**config.mk**
```make
export PLATFORM = sky130hd
export DESIGN_NAME = c8bd_top
export DESIGN_NICKNAME = d
export VERILOG_FILES = /design/src/c8bd_pkg.sv /design/src/c8bd_buf.sv /design/src/c8bd_sync.sv /design/src/c8bd_top.sv
export SDC_FILE = /design/constraint.sdc
export NUM_CORES = 1
export LEC_CHECK = 0
export ABC_AREA = 0
export BUFFER_PORTS_ARGS = -buffer_cell sky130_fd_sc_hd__clkbuf_2
export CORE_MARGIN = 1.5
export CORE_UTILIZATION = 40
export DETAILED_ROUTE_END_ITERATION = 8
export GPL_TIMING_DRIVEN = 1
export HOLD_SLACK_MARGIN = 0.08
export PLACE_DENSITY = 0.56
export SYNTH_ARGS = -nofsm -noshare
export SYNTH_HDL_FRONTEND = slang
export SYNTH_HIERARCHICAL = 1
export SYNTH_SLANG_ARGS = --single-unit
```
**constraint.sdc**
```tcl
create_clock -name clk_sys -period 23.2 [get_ports clk_sys]
set_input_delay 3.48 -clock clk_sys [delete_from_list [all_inputs] [get_ports clk_sys]]
set_output_delay 3.48 -clock clk_sys [all_outputs]
set_load 0.05 [all_outputs]
```
**src/c8bd_pkg.sv**
```systemverilog
/*
 * Constants and code tables for the 8B/10B encoder and decoder.
 * Assumes a single character-rate-by-ten clock; nothing else is shared.
 */
package c8bd_pkg;
	localparam logic [3:0] C8BD_LAST_BIT = 4'h9;
	localparam logic C8BD_RD_RST = 1'b0;
	localparam logic [4:0] C8BD_X_K28 = 5'h1c;
	localparam logic [2:0] C8BD_Y_ALT = 3'h7;
	localparam logic [7:0] C8BD_K28_5 = 8'hbc;
	// Forcing codes C1.7 and C2.7
	localparam logic [7:0] C8BD_FORCE_NEG = 8'he1;
	localparam logic [7:0] C8BD_FORCE_POS = 8'he2;
	localparam logic [5:0] C8BD_K28_S6 = 6'h0f;
	localparam logic [5:0] C8BD_BAL6_POS = 6'h07;
	localparam logic [5:0] C8BD_BAL6_NEG = 6'h38;
	localparam logic [3:0] C8BD_BAL4_POS = 4'h3;
	localparam logic [3:0] C8BD_BAL4_NEG = 4'hc;
	localparam logic [3:0] C8BD_ALT4 = 4'h7;
	localparam logic [6:0] C8BD_COMMA = 7'h1f;
	// Five-bit values whose .7 uses the alternate fghj
	localparam logic [31:0] C8BD_KALT_SET = 32'h68800000;
	localparam logic [31:0] C8BD_DALT_NEG = 32'h00160000;
	localparam logic [31:0] C8BD_DALT_POS = 32'h00006800;
	// abcdei and fghj for negative disparity
	localparam logic [5:0] C8BD_TAB6 [0:31] = '{
		6'h27, 6'h1d, 6'h2d, 6'h31, 6'h35, 6'h29, 6'h19, 6'h38,
		6'h39, 6'h25, 6'h15, 6'h34, 6'h0d, 6'h2c, 6'h1c, 6'h17,
		6'h1b, 6'h23, 6'h13, 6'h32, 6'h0b, 6'h2a, 6'h1a, 6'h3a,
		6'h33, 6'h26, 6'h16, 6'h36, 6'h0e, 6'h2e, 6'h1e, 6'h2b};
	localparam logic [3:0] C8BD_TAB4 [0:7] = '{4'hb, 4'h9, 4'h5, 4'hc, 4'hd, 4'ha, 4'h6, 4'he};
endpackage : c8bd_pkg

```
**src/c8bd_buf.sv**
```systemverilog
/*
 * Two-entry buffer with valid and ready on both sides; all outputs registered.
 * Assumes producer and consumer share clk_sys.
 */
`timescale 1ns/1ps
module c8bd_buf #(
	parameter int W = 9
) (
	input logic clk_sys,
	input logic rst,
	input logic in_valid,
	input logic [W-1:0] in_data,
	output logic in_ready,
	output logic out_valid,
	output logic [W-1:0] out_data,
	input logic out_ready
);
	typedef struct packed {
		logic [W-1:0] head;
		logic head_v;
		logic [W-1:0] tail;
		logic tail_v;
		logic in_rdy;
	} c8bd_buf_st_t;

	c8bd_buf_st_t s_q;
	c8bd_buf_st_t s_d;

	always_comb begin
		s_d = s_q;
		if (s_q.head_v && out_ready) begin
			s_d.head = s_q.tail;
			s_d.head_v = s_q.tail_v;
			s_d.tail_v = 1'b0;
		end
		if (in_valid && s_q.in_rdy) begin
			if (!s_d.head_v) begin
				s_d.head = in_data;
				s_d.head_v = 1'b1;
			end else begin
				s_d.tail = in_data;
				s_d.tail_v = 1'b1;
			end
		end
		s_d.in_rdy = !s_d.tail_v;
	end

	always_ff @(posedge clk_sys) begin
		if (rst) begin
			s_q <= '{head: '0, head_v: 1'b0, tail: '0, tail_v: 1'b0, in_rdy: 1'b1};
		end else begin
			s_q <= s_d;
		end
	end

	assign in_ready = s_q.in_rdy;
	assign out_valid = s_q.head_v;
	assign out_data = s_q.head;
endmodule : c8bd_buf

```
**src/c8bd_sync.sv**
```systemverilog
/*
 * Two-flop synchroniser for the serial receive pin.
 * Assumes the input is asynchronous to clk_sys.
 */
`timescale 1ns/1ps
module c8bd_sync (
	input logic clk_sys,
	input logic rst,
	input logic din,
	output logic dout
);
	typedef struct packed {
		logic meta;
		logic sync;
	} c8bd_sync_st_t;

	c8bd_sync_st_t s_q;
	c8bd_sync_st_t s_d;

	always_comb begin
		s_d = s_q;
		s_d.meta = din;
		s_d.sync = s_q.meta;
	end

	always_ff @(posedge clk_sys) begin
		if (rst) begin
			s_q <= '0;
		end else begin
			s_q <= s_d;
		end
	end

	assign dout = s_q.sync;
endmodule : c8bd_sync

```
**src/c8bd_top.sv**
```systemverilog
/*
 * 8B/10B encoder with serialiser and deserialiser with decoder, each tracking running disparity.
 * Assumes one serial bit per clk_sys cycle and rx_serial asynchronous to clk_sys.
 */
`timescale 1ns/1ps
module c8bd_top (
	input logic clk_sys,
	input logic rst,
	input logic [7:0] tx_data,
	input logic special_char_select,
	input logic tx_valid,
	output logic tx_ready,
	output logic tx_serial,
	output logic tx_frame,
	output logic tx_disp,
	input logic rx_serial,
	output logic [7:0] rx_data,
	output logic rx_special,
	output logic rx_code_err,
	output logic rx_valid,
	input logic rx_ready,
	output logic rx_aligned,
	output logic rx_disp,
	output logic rx_lost
);
	// Sub-block tables and disparity
	function automatic logic [5:0] c8bd_enc6(input logic [4:0] x, input logic rd);
		logic [5:0] t;
		t = c8bd_pkg::C8BD_TAB6[x];
		if (rd && (($countones(t) != 3) || (t == c8bd_pkg::C8BD_BAL6_NEG))) begin
			t = ~t;
		end
		return t;
	endfunction : c8bd_enc6

	function automatic logic [3:0] c8bd_enc4(input logic [2:0] y, input logic rd);
		logic [3:0] t;
		t = c8bd_pkg::C8BD_TAB4[y];
		if (rd && (($countones(t) != 2) || (t == c8bd_pkg::C8BD_BAL4_NEG))) begin
			t = ~t;
		end
		return t;
	endfunction : c8bd_enc4

	function automatic logic c8bd_disp6(input logic [5:0] sb, input logic rin);
		logic r;
		r = rin;
		if (($countones(sb) > 3) || (sb == c8bd_pkg::C8BD_BAL6_POS)) begin
			r = 1'b1;
		end else if (($countones(sb) < 3) || (sb == c8bd_pkg::C8BD_BAL6_NEG)) begin
			r = 1'b0;
		end
		return r;
	endfunction : c8bd_disp6

	function automatic logic c8bd_disp4(input logic [3:0] sb, input logic rin);
		logic r;
		r = rin;
		if (($countones(sb) > 2) || (sb == c8bd_pkg::C8BD_BAL4_POS)) begin
			r = 1'b1;
		end else if (($countones(sb) < 2) || (sb == c8bd_pkg::C8BD_BAL4_NEG)) begin
			r = 1'b0;
		end
		return r;
	endfunction : c8bd_disp4

	// Disparity at the end of a whole character
	function automatic logic c8bd_rd10(input logic [9:0] c, input logic rin);
		return c8bd_disp4(c[3:0], c8bd_disp6(c[9:4], rin));
	endfunction : c8bd_rd10

	function automatic logic c8bd_kvalid(input logic [7:0] b);
		return (b[4:0] == c8bd_pkg::C8BD_X_K28) ||
			((b[7:5] == c8bd_pkg::C8BD_Y_ALT) && c8bd_pkg::C8BD_KALT_SET[b[4:0]]);
	endfunction : c8bd_kvalid

	// Character for a byte under the given disparity; a is bit 9, j is bit 0
	function automatic logic [9:0] c8bd_enc10(input logic k, input logic [7:0] b, input logic rd);
		logic [5:0] s6;
		logic [3:0] s4;
		logic rm;
		logic k28;
		logic alt;
		k28 = k && (b[4:0] == c8bd_pkg::C8BD_X_K28);
		s6 = k28 ? (rd ? ~c8bd_pkg::C8BD_K28_S6 : c8bd_pkg::C8BD_K28_S6) : c8bd_enc6(b[4:0], rd);
		rm = c8bd_disp6(s6, rd);
		alt = (b[7:5] == c8bd_pkg::C8BD_Y_ALT) && (k || (!rm && c8bd_pkg::C8BD_DALT_NEG[b[4:0]]) ||
			(rm && c8bd_pkg::C8BD_DALT_POS[b[4:0]]));
		s4 = alt ? (rm ? ~c8bd_pkg::C8BD_ALT4 : c8bd_pkg::C8BD_ALT4) : c8bd_enc4(b[7:5], rm);
		if (k28 && !rm && ($countones(s4) == 2) && (s4 != c8bd_pkg::C8BD_BAL4_NEG) &&
			(s4 != c8bd_pkg::C8BD_BAL4_POS)) begin
			s4 = ~s4;
		end
		return {s6, s4};
	endfunction : c8bd_enc10

	// Returns {violation, special, byte}
	function automatic logic [9:0] c8bd_dec10(input logic [9:0] c, input logic rd);
		logic [5:0] s6;
		logic [3:0] t4;
		logic [4:0] x;
		logic [2:0] y;
		logic xok;
		logic yok;
		logic k;
		logic rm;
		logic err;
		s6 = c[9:4];
		x = '0;
		y = '0;
		xok = 1'b0;
		yok = 1'b0;
		k = 1'b0;
		for (int i = 0; i < 32; i++) begin
			if ((c8bd_enc6(5'(i), 1'b0) == s6) || (c8bd_enc6(5'(i), 1'b1) == s6)) begin
				x = 5'(i);
				xok = 1'b1;
			end
		end
		if ((s6 == c8bd_pkg::C8BD_K28_S6) || (s6 == ~c8bd_pkg::C8BD_K28_S6)) begin
			x = c8bd_pkg::C8BD_X_K28;
			xok = 1'b1;
			k = 1'b1;
		end
		rm = c8bd_disp6(s6, rd);
		t4 = c[3:0];
		if (k && !rm && ($countones(t4) == 2) && (t4 != c8bd_pkg::C8BD_BAL4_NEG) &&
			(t4 != c8bd_pkg::C8BD_BAL4_POS)) begin
			t4 = ~t4;
		end
		for (int j = 0; j < 8; j++) begin
			if ((c8bd_enc4(3'(j), 1'b0) == t4) || (c8bd_enc4(3'(j), 1'b1) == t4)) begin
				y = 3'(j);
				yok = 1'b1;
			end
		end
		if ((t4 == c8bd_pkg::C8BD_ALT4) || (t4 == ~c8bd_pkg::C8BD_ALT4)) begin
			y = c8bd_pkg::C8BD_Y_ALT;
			yok = 1'b1;
			k = k | c8bd_pkg::C8BD_KALT_SET[x];
		end
		// Not in the column for the current disparity
		err = !xok || !yok || (c8bd_enc10(k, {y, x}, rd) != c);
		return {err, k, y, x};
	endfunction : c8bd_dec10

	typedef struct packed {
		logic [8:0] tx_sh;
		logic [3:0] tx_cnt;
		logic tx_bit;
		logic tx_frame;
		logic tx_rd;
		logic tx_rd_in;
		logic tx_forced;
		logic tx_k;
		logic [7:0] tx_byte;
		logic [9:0] tx_char;
		logic [9:0] rx_win;
		logic [3:0] rx_cnt;
		logic rx_aligned;
		logic rx_rd;
		logic rx_push;
		logic [9:0] rx_char;
		logic [9:0] rx_word;
		logic rx_lost;
	} c8bd_top_st_t;

	c8bd_top_st_t s_q;
	c8bd_top_st_t s_d;
	logic tb_valid;
	logic [8:0] tb_data;
	logic tb_take;
	logic rx_bit;
	logic rb_in_ready;
	logic [9:0] rb_data;

	c8bd_buf #(.W(9)) u_tx_buf (
		.clk_sys(clk_sys),
		.rst(rst),
		.in_valid(tx_valid),
		.in_data({special_char_select, tx_data}),
		.in_ready(tx_ready),
		.out_valid(tb_valid),
		.out_data(tb_data),
		.out_ready(tb_take)
	);

	c8bd_sync u_rx_sync (
		.clk_sys(clk_sys),
		.rst(rst),
		.din(rx_serial),
		.dout(rx_bit)
	);

	c8bd_buf #(.W(10)) u_rx_buf (
		.clk_sys(clk_sys),
		.rst(rst),
		.in_valid(s_q.rx_push),
		.in_data(s_q.rx_word),
		.in_ready(rb_in_ready),
		.out_valid(rx_valid),
		.out_data(rb_data),
		.out_ready(rx_ready)
	);

	// A character is taken from the buffer on the last bit of the previous one
	assign tb_take = (s_q.tx_cnt == c8bd_pkg::C8BD_LAST_BIT);

	always_comb begin
		logic [9:0] c;
		logic [7:0] b;
		logic k;
		logic rd;
		logic comma;
		logic dec;
		logic [9:0] win;
		c = '0;
		b = c8bd_pkg::C8BD_K28_5;
		k = 1'b1;
		rd = s_q.tx_rd;
		s_d = s_q;
		s_d.tx_frame = 1'b0;
		s_d.tx_forced = 1'b0;
		if (tb_take) begin
			// Idle fill is a comma character
			if (tb_valid) begin
				k = tb_data[8];
				b = tb_data[7:0];
				if (k && (tb_data[7:0] == c8bd_pkg::C8BD_FORCE_NEG)) begin
					b = c8bd_pkg::C8BD_K28_5;
					rd = 1'b0;
					s_d.tx_forced = 1'b1;
				end else if (k && (tb_data[7:0] == c8bd_pkg::C8BD_FORCE_POS)) begin
					b = c8bd_pkg::C8BD_K28_5;
					rd = 1'b1;
					s_d.tx_forced = 1'b1;
				end else if (k && !c8bd_kvalid(tb_data[7:0])) begin
					b = c8bd_pkg::C8BD_K28_5;
				end
			end
			c = c8bd_enc10(k, b, rd);
			s_d.tx_char = c;
			s_d.tx_k = k;
			s_d.tx_byte = b;
			s_d.tx_rd_in = rd;
			s_d.tx_rd = c8bd_rd10(c, rd);
			s_d.tx_bit = c[9];
			s_d.tx_sh = c[8:0];
			s_d.tx_cnt = '0;
			s_d.tx_frame = 1'b1;
		end else begin
			s_d.tx_bit = s_q.tx_sh[8];
			s_d.tx_sh = {s_q.tx_sh[7:0], 1'b0};
			s_d.tx_cnt = s_q.tx_cnt + 4'h1;
		end

		win = {s_q.rx_win[8:0], rx_bit};
		s_d.rx_win = win;
		comma = (win[9:3] == c8bd_pkg::C8BD_COMMA) || (win[9:3] == ~c8bd_pkg::C8BD_COMMA);
		s_d.rx_aligned = s_q.rx_aligned | comma;
		dec = comma || (s_q.rx_aligned && (s_q.rx_cnt == c8bd_pkg::C8BD_LAST_BIT));
		s_d.rx_cnt = (dec || (s_q.rx_cnt == c8bd_pkg::C8BD_LAST_BIT)) ? 4'h0 : s_q.rx_cnt + 4'h1;
		s_d.rx_push = dec;
		if (dec) begin
			s_d.rx_char = win;
			s_d.rx_word = c8bd_dec10(win, s_q.rx_rd);
			s_d.rx_rd = c8bd_rd10(win, s_q.rx_rd);
		end
		s_d.rx_lost = s_q.rx_push && !rb_in_ready;
	end

	// Both ends start negative
	always_ff @(posedge clk_sys) begin
		if (rst) begin
			s_q <= '0;
			s_q.tx_cnt <= c8bd_pkg::C8BD_LAST_BIT;
			s_q.tx_rd <= c8bd_pkg::C8BD_RD_RST;
			s_q.rx_rd <= c8bd_pkg::C8BD_RD_RST;
		end else begin
			s_q <= s_d;
		end
	end

	assign tx_serial = s_q.tx_bit;
	assign tx_frame = s_q.tx_frame;
	assign tx_disp = s_q.tx_rd;
	assign rx_data = rb_data[7:0];
	assign rx_special = rb_data[8];
	assign rx_code_err = rb_data[9];
	assign rx_aligned = s_q.rx_aligned;
	assign rx_disp = s_q.rx_rd;
	assign rx_lost = s_q.rx_lost;

	tx_spacing_a: assert property (@(posedge clk_sys) disable iff (rst)
		s_q.tx_frame |-> ##10 s_q.tx_frame) else $error("tx character not every ten cycles");
	tx_quiet_a: assert property (@(posedge clk_sys) disable iff (rst)
		s_q.tx_frame |=> !s_q.tx_frame [*8]) else $error("tx frame marker too early");
	tx_order_a: assert property (@(posedge clk_sys) disable iff (rst)
		s_q.tx_frame |-> (s_q.tx_bit == s_q.tx_char[9]) ##5 (s_q.tx_bit == s_q.tx_char[4]))
		else $error("tx bit order wrong");
	tx_rd_a: assert property (@(posedge clk_sys) disable iff (rst)
		s_q.tx_frame |-> (s_q.tx_rd == c8bd_rd10(s_q.tx_char, s_q.tx_rd_in)))
		else $error("tx disparity not updated from character");
	tx_rd_keep_a: assert property (@(posedge clk_sys) disable iff (rst)
		s_q.tx_frame && !s_q.tx_forced |-> (s_q.tx_rd_in == $past(s_q.tx_rd)))
		else $error("tx used wrong disparity column");
	tx_round_a: assert property (@(posedge clk_sys) disable iff (rst)
		s_q.tx_frame |-> (c8bd_dec10(s_q.tx_char, s_q.tx_rd_in) == {1'b0, s_q.tx_k, s_q.tx_byte}))
		else $error("tx character does not decode back");
	tx_balance_a: assert property (@(posedge clk_sys) disable iff (rst)
		s_q.tx_frame |-> ($countones(s_q.tx_char) inside {[4:6]}))
		else $error("tx character unbalanced");
	tx_force_a: assert property (@(posedge clk_sys) disable iff (rst)
		s_q.tx_frame && s_q.tx_forced |-> s_q.tx_k && (s_q.tx_byte == c8bd_pkg::C8BD_K28_5))
		else $error("forced code sent wrong character");
	rx_rd_a: assert property (@(posedge clk_sys) disable iff (rst)
		s_q.rx_push |-> (s_q.rx_rd == c8bd_rd10(s_q.rx_char, $past(s_q.rx_rd))))
		else $error("rx disparity not updated");
	rx_align_a: assert property (@(posedge clk_sys) disable iff (rst)
		s_q.rx_push |-> s_q.rx_aligned) else $error("rx decoded before alignment");
endmodule : c8bd_top
```
==> out/metrics.cfg <==
[clock_network]
cts_tree = yes
cts.path.max_buffers = 2
post_cts.repair.setup_buffers = 0
clkLatencyLatePin_ns = 0.36
clk_transition_reported_paths_ns = 0.08
postCtsHoldBufs = 0
clock_sink_count = 89
cts_root_buf = clkbuf_16
htree_levels = 3
cts_made_buffers = 9
post_cts_resized = 0

[global_route]
gr-total-overflow = 0
use_met1 = 0.293
grt_met3_use = 0.0216
grt_antenna_before_repair = 0
grt.met2_usage = 0.310
grt_busiest_layer = met2
first_global_vias = 7208
groute.usage.overall = 0.201
grt_max_degree = 77
wire_length_of_the_first_global_routing_pass_um = 37400

[timing]
fin_tns_setup_ns = 0
transition_time_of_the_tightest_slew_check_pin_ns = 1.26
max-slew-margin-rel = 0.139
fmax_mhz = 74.1
finalCritPeriodShare = 0.582
rsz0062_at_grt = no
finalSetupViolations = 0
report.final.slew_viol_count = 0
fin_worst_skew_ns = 0.0111
hold_viol = 0
final.min_clock_period_ns = 13.50

[yosys]
async_reset_ff_frac = 0
postSynth.topFlopCell = dfxtp_1
net_count_after_synthesis = 1180
ys_ff_latch = 89
synth_sequential_area_ratio = 0.201
syn_avg_cell_area_um2 = 8.15
number_of_synthesized_flops_with_an_enable_pin = 0
syn-cell-area_um2 = 8850
netlist-cell-type-count = 112
postSynthCellCount = 1086
number_of_warning_messages_in_the_yosys_log = 6

[finish]
fillerInstances = 2171
finalNonFillerCells = 1339
number_of_antenna_cells_inserted = 0
finalNetCount = 1148
mostFrequentLayoutCell = dfxtp_1
fraction_of_layout_instances_using_a_drive_strength_above_1 = 0.125
finalCoreUtilization = 0.424
final_cell_mix = dfxtp_1 (89), nand2_1 (84), nor2_1 (84), inv_1 (76), a21oi_1 (69)
areaGrowthSynthToFinish_pct = 4.26

[detailed_routing]
detail_route.vias_per_cell = 6.04
wl_um = 23000
drc = 0
drt_pass1_iterations = 5
dr_total_vias = 8088
dr.first_iter.drc_count = 836
routed_wire_length_per_instance_um = 17.2
antenna_violating_nets_post_route = 0

[place]
place.detailed.instances = 1323
placement.io_buffers = 31
dp.final_hpwl_um = 16500
place_congestion = 0.877

[pwr]
vdd_ir_max_mv = 0.0400
power_density_nw_per_um2 = 70.2
leakagePower_nw = 3.73

[worst_setup_path]
critical_path.most_common_cell = ha_1
type_of_element_capturing_the_critical_path = flop
crit_type = reg2reg
crit_path_top_delay_cell = fa_1
required_ns = 23.39
critPathMaxStageDelay_ns = 0.56
critPathMaxFanout = 13
cp_startpoint_kind = flop
worst_ep_arrival_time_ns = 13.70

[floorplanning]
number_of_i_o_pins = 32
initial_core_utilization = 0.407
core_um2 = 21800
floorplan.die_area_um2 = 23000
die-height_um = 152
core.rowCount = 54
fp.dieW_um = 152

[flow_run]
drv.max_cap_violation_count = 0

[outcome]
status = complete, no violations

[min_path]
worst_hold_path_type = reg2reg

## Yosys cell counts, types with 16 or more instances
cell       n  area, µm²
ha_1      61        763
a21oi_1   69        345
nor2b_1   16        100
nand2_1   84        315
buf_4     24        180
inv_1     76        285
nor3_1    24        120
clkbuf_1  27        101
a221oi_2  19        285
nand4_1   28        175
o21ai_0   34        170
nand3_1   27        135
fa_1      19        380
nor2_1    84        315
o31ai_1   24        180
a21o_1    16        120
dfxtp_1   89       1780
mux2i_1   32        320
buf_2     19       95.1
## through the flow
step	hold slack [ns]	area [µm²]	worst slack [ns]	power, mW
final	0.439	9220	9.70	0.648
after global routing	0.459	9220	8.46	0.710
after CTS	0.435	9220	9.74	0.654
after detailed placement	0.428	8920	9.80	0.499
after global placement	0.433	8920	9.81	0.494
after floorplan	0.412	8850	11.25	0.438
## power breakdown
group | internal, mW | total [mW] | switching, mW
sequential | 0.165 | 0.176 | 0.0105
combinational | 0.123 | 0.322 | 0.199
clock | 0.0762 | 0.150 | 0.0740
total | 0.364 | 0.648 | 0.283
## state kept, by name (all words and copies together) (netlist names), 9 cells and up
signal,cells
u_tx_buf/s_q,10
s_d,9
u_tx_buf/out_data,9
s_q,28
u_rx_buf/out_data,10
u_rx_buf/s_q,11
## cell families after synthesis
logic type | Yosys count | share of synthesized area
AOI/OAI and AO/OA | 325 | 0.288
buffers and inverters | 165 | 0.0908
xor gates and xnor gates | 17 | 0.0168
adders and majority gates | 82 | 0.132
and+or+nand+nor | 366 | 0.222
DFF | 89 | 0.201
muxes | 42 | 0.0496
## critical path: cells and delay by family, from the launching register on
kind / cells / cell delay [ns]
AO/OA/AOI/OAI: 13 / 3.37
adder cells (fa/ha/maj): 16 / 5.68
buffers and inverters: 8 / 0.73
flip-flops: 1 / 0.46
multiplexers: 2 / 0.48
AND/OR/NAND/NOR: 11 / 2.60
## area by class of cell
type	instances	area (µm²)	share of cell area
Clock buffer	9	225	0.0244
Multi-Input combinational cell	832	6260	0.679
Sequential cell	89	1780	0.193
Timing Repair Buffer	39	218	0.0236
Clock inverter	7	73.8	0.00800
Inverter	83	313	0.0339
Tap cell	280	350	0.0380
## worst paths after layout
path	startpoint	to	slack, ns	cells after the start
worst max-delay path	u_tx_buf/out_data[0]	tx_disp	9.70	50
worst min-delay path	u_rx_buf/in_ready	rx_lost	0.44	1
worst max register to register	u_tx_buf/out_data[0]	tx_disp	9.70	50
worst min register to register	u_rx_buf/in_ready	rx_lost	0.44	1
## layer usage
layer	up-vias	share of wire	wire length [µm]
li1	3948	-	-
met1	3862	0.49	11300
met2	242	0.45	10300
met3	36	0.042	975
met4	0	0.018	423
met5	-	0	0
Power figures use the tool's default switching activity.
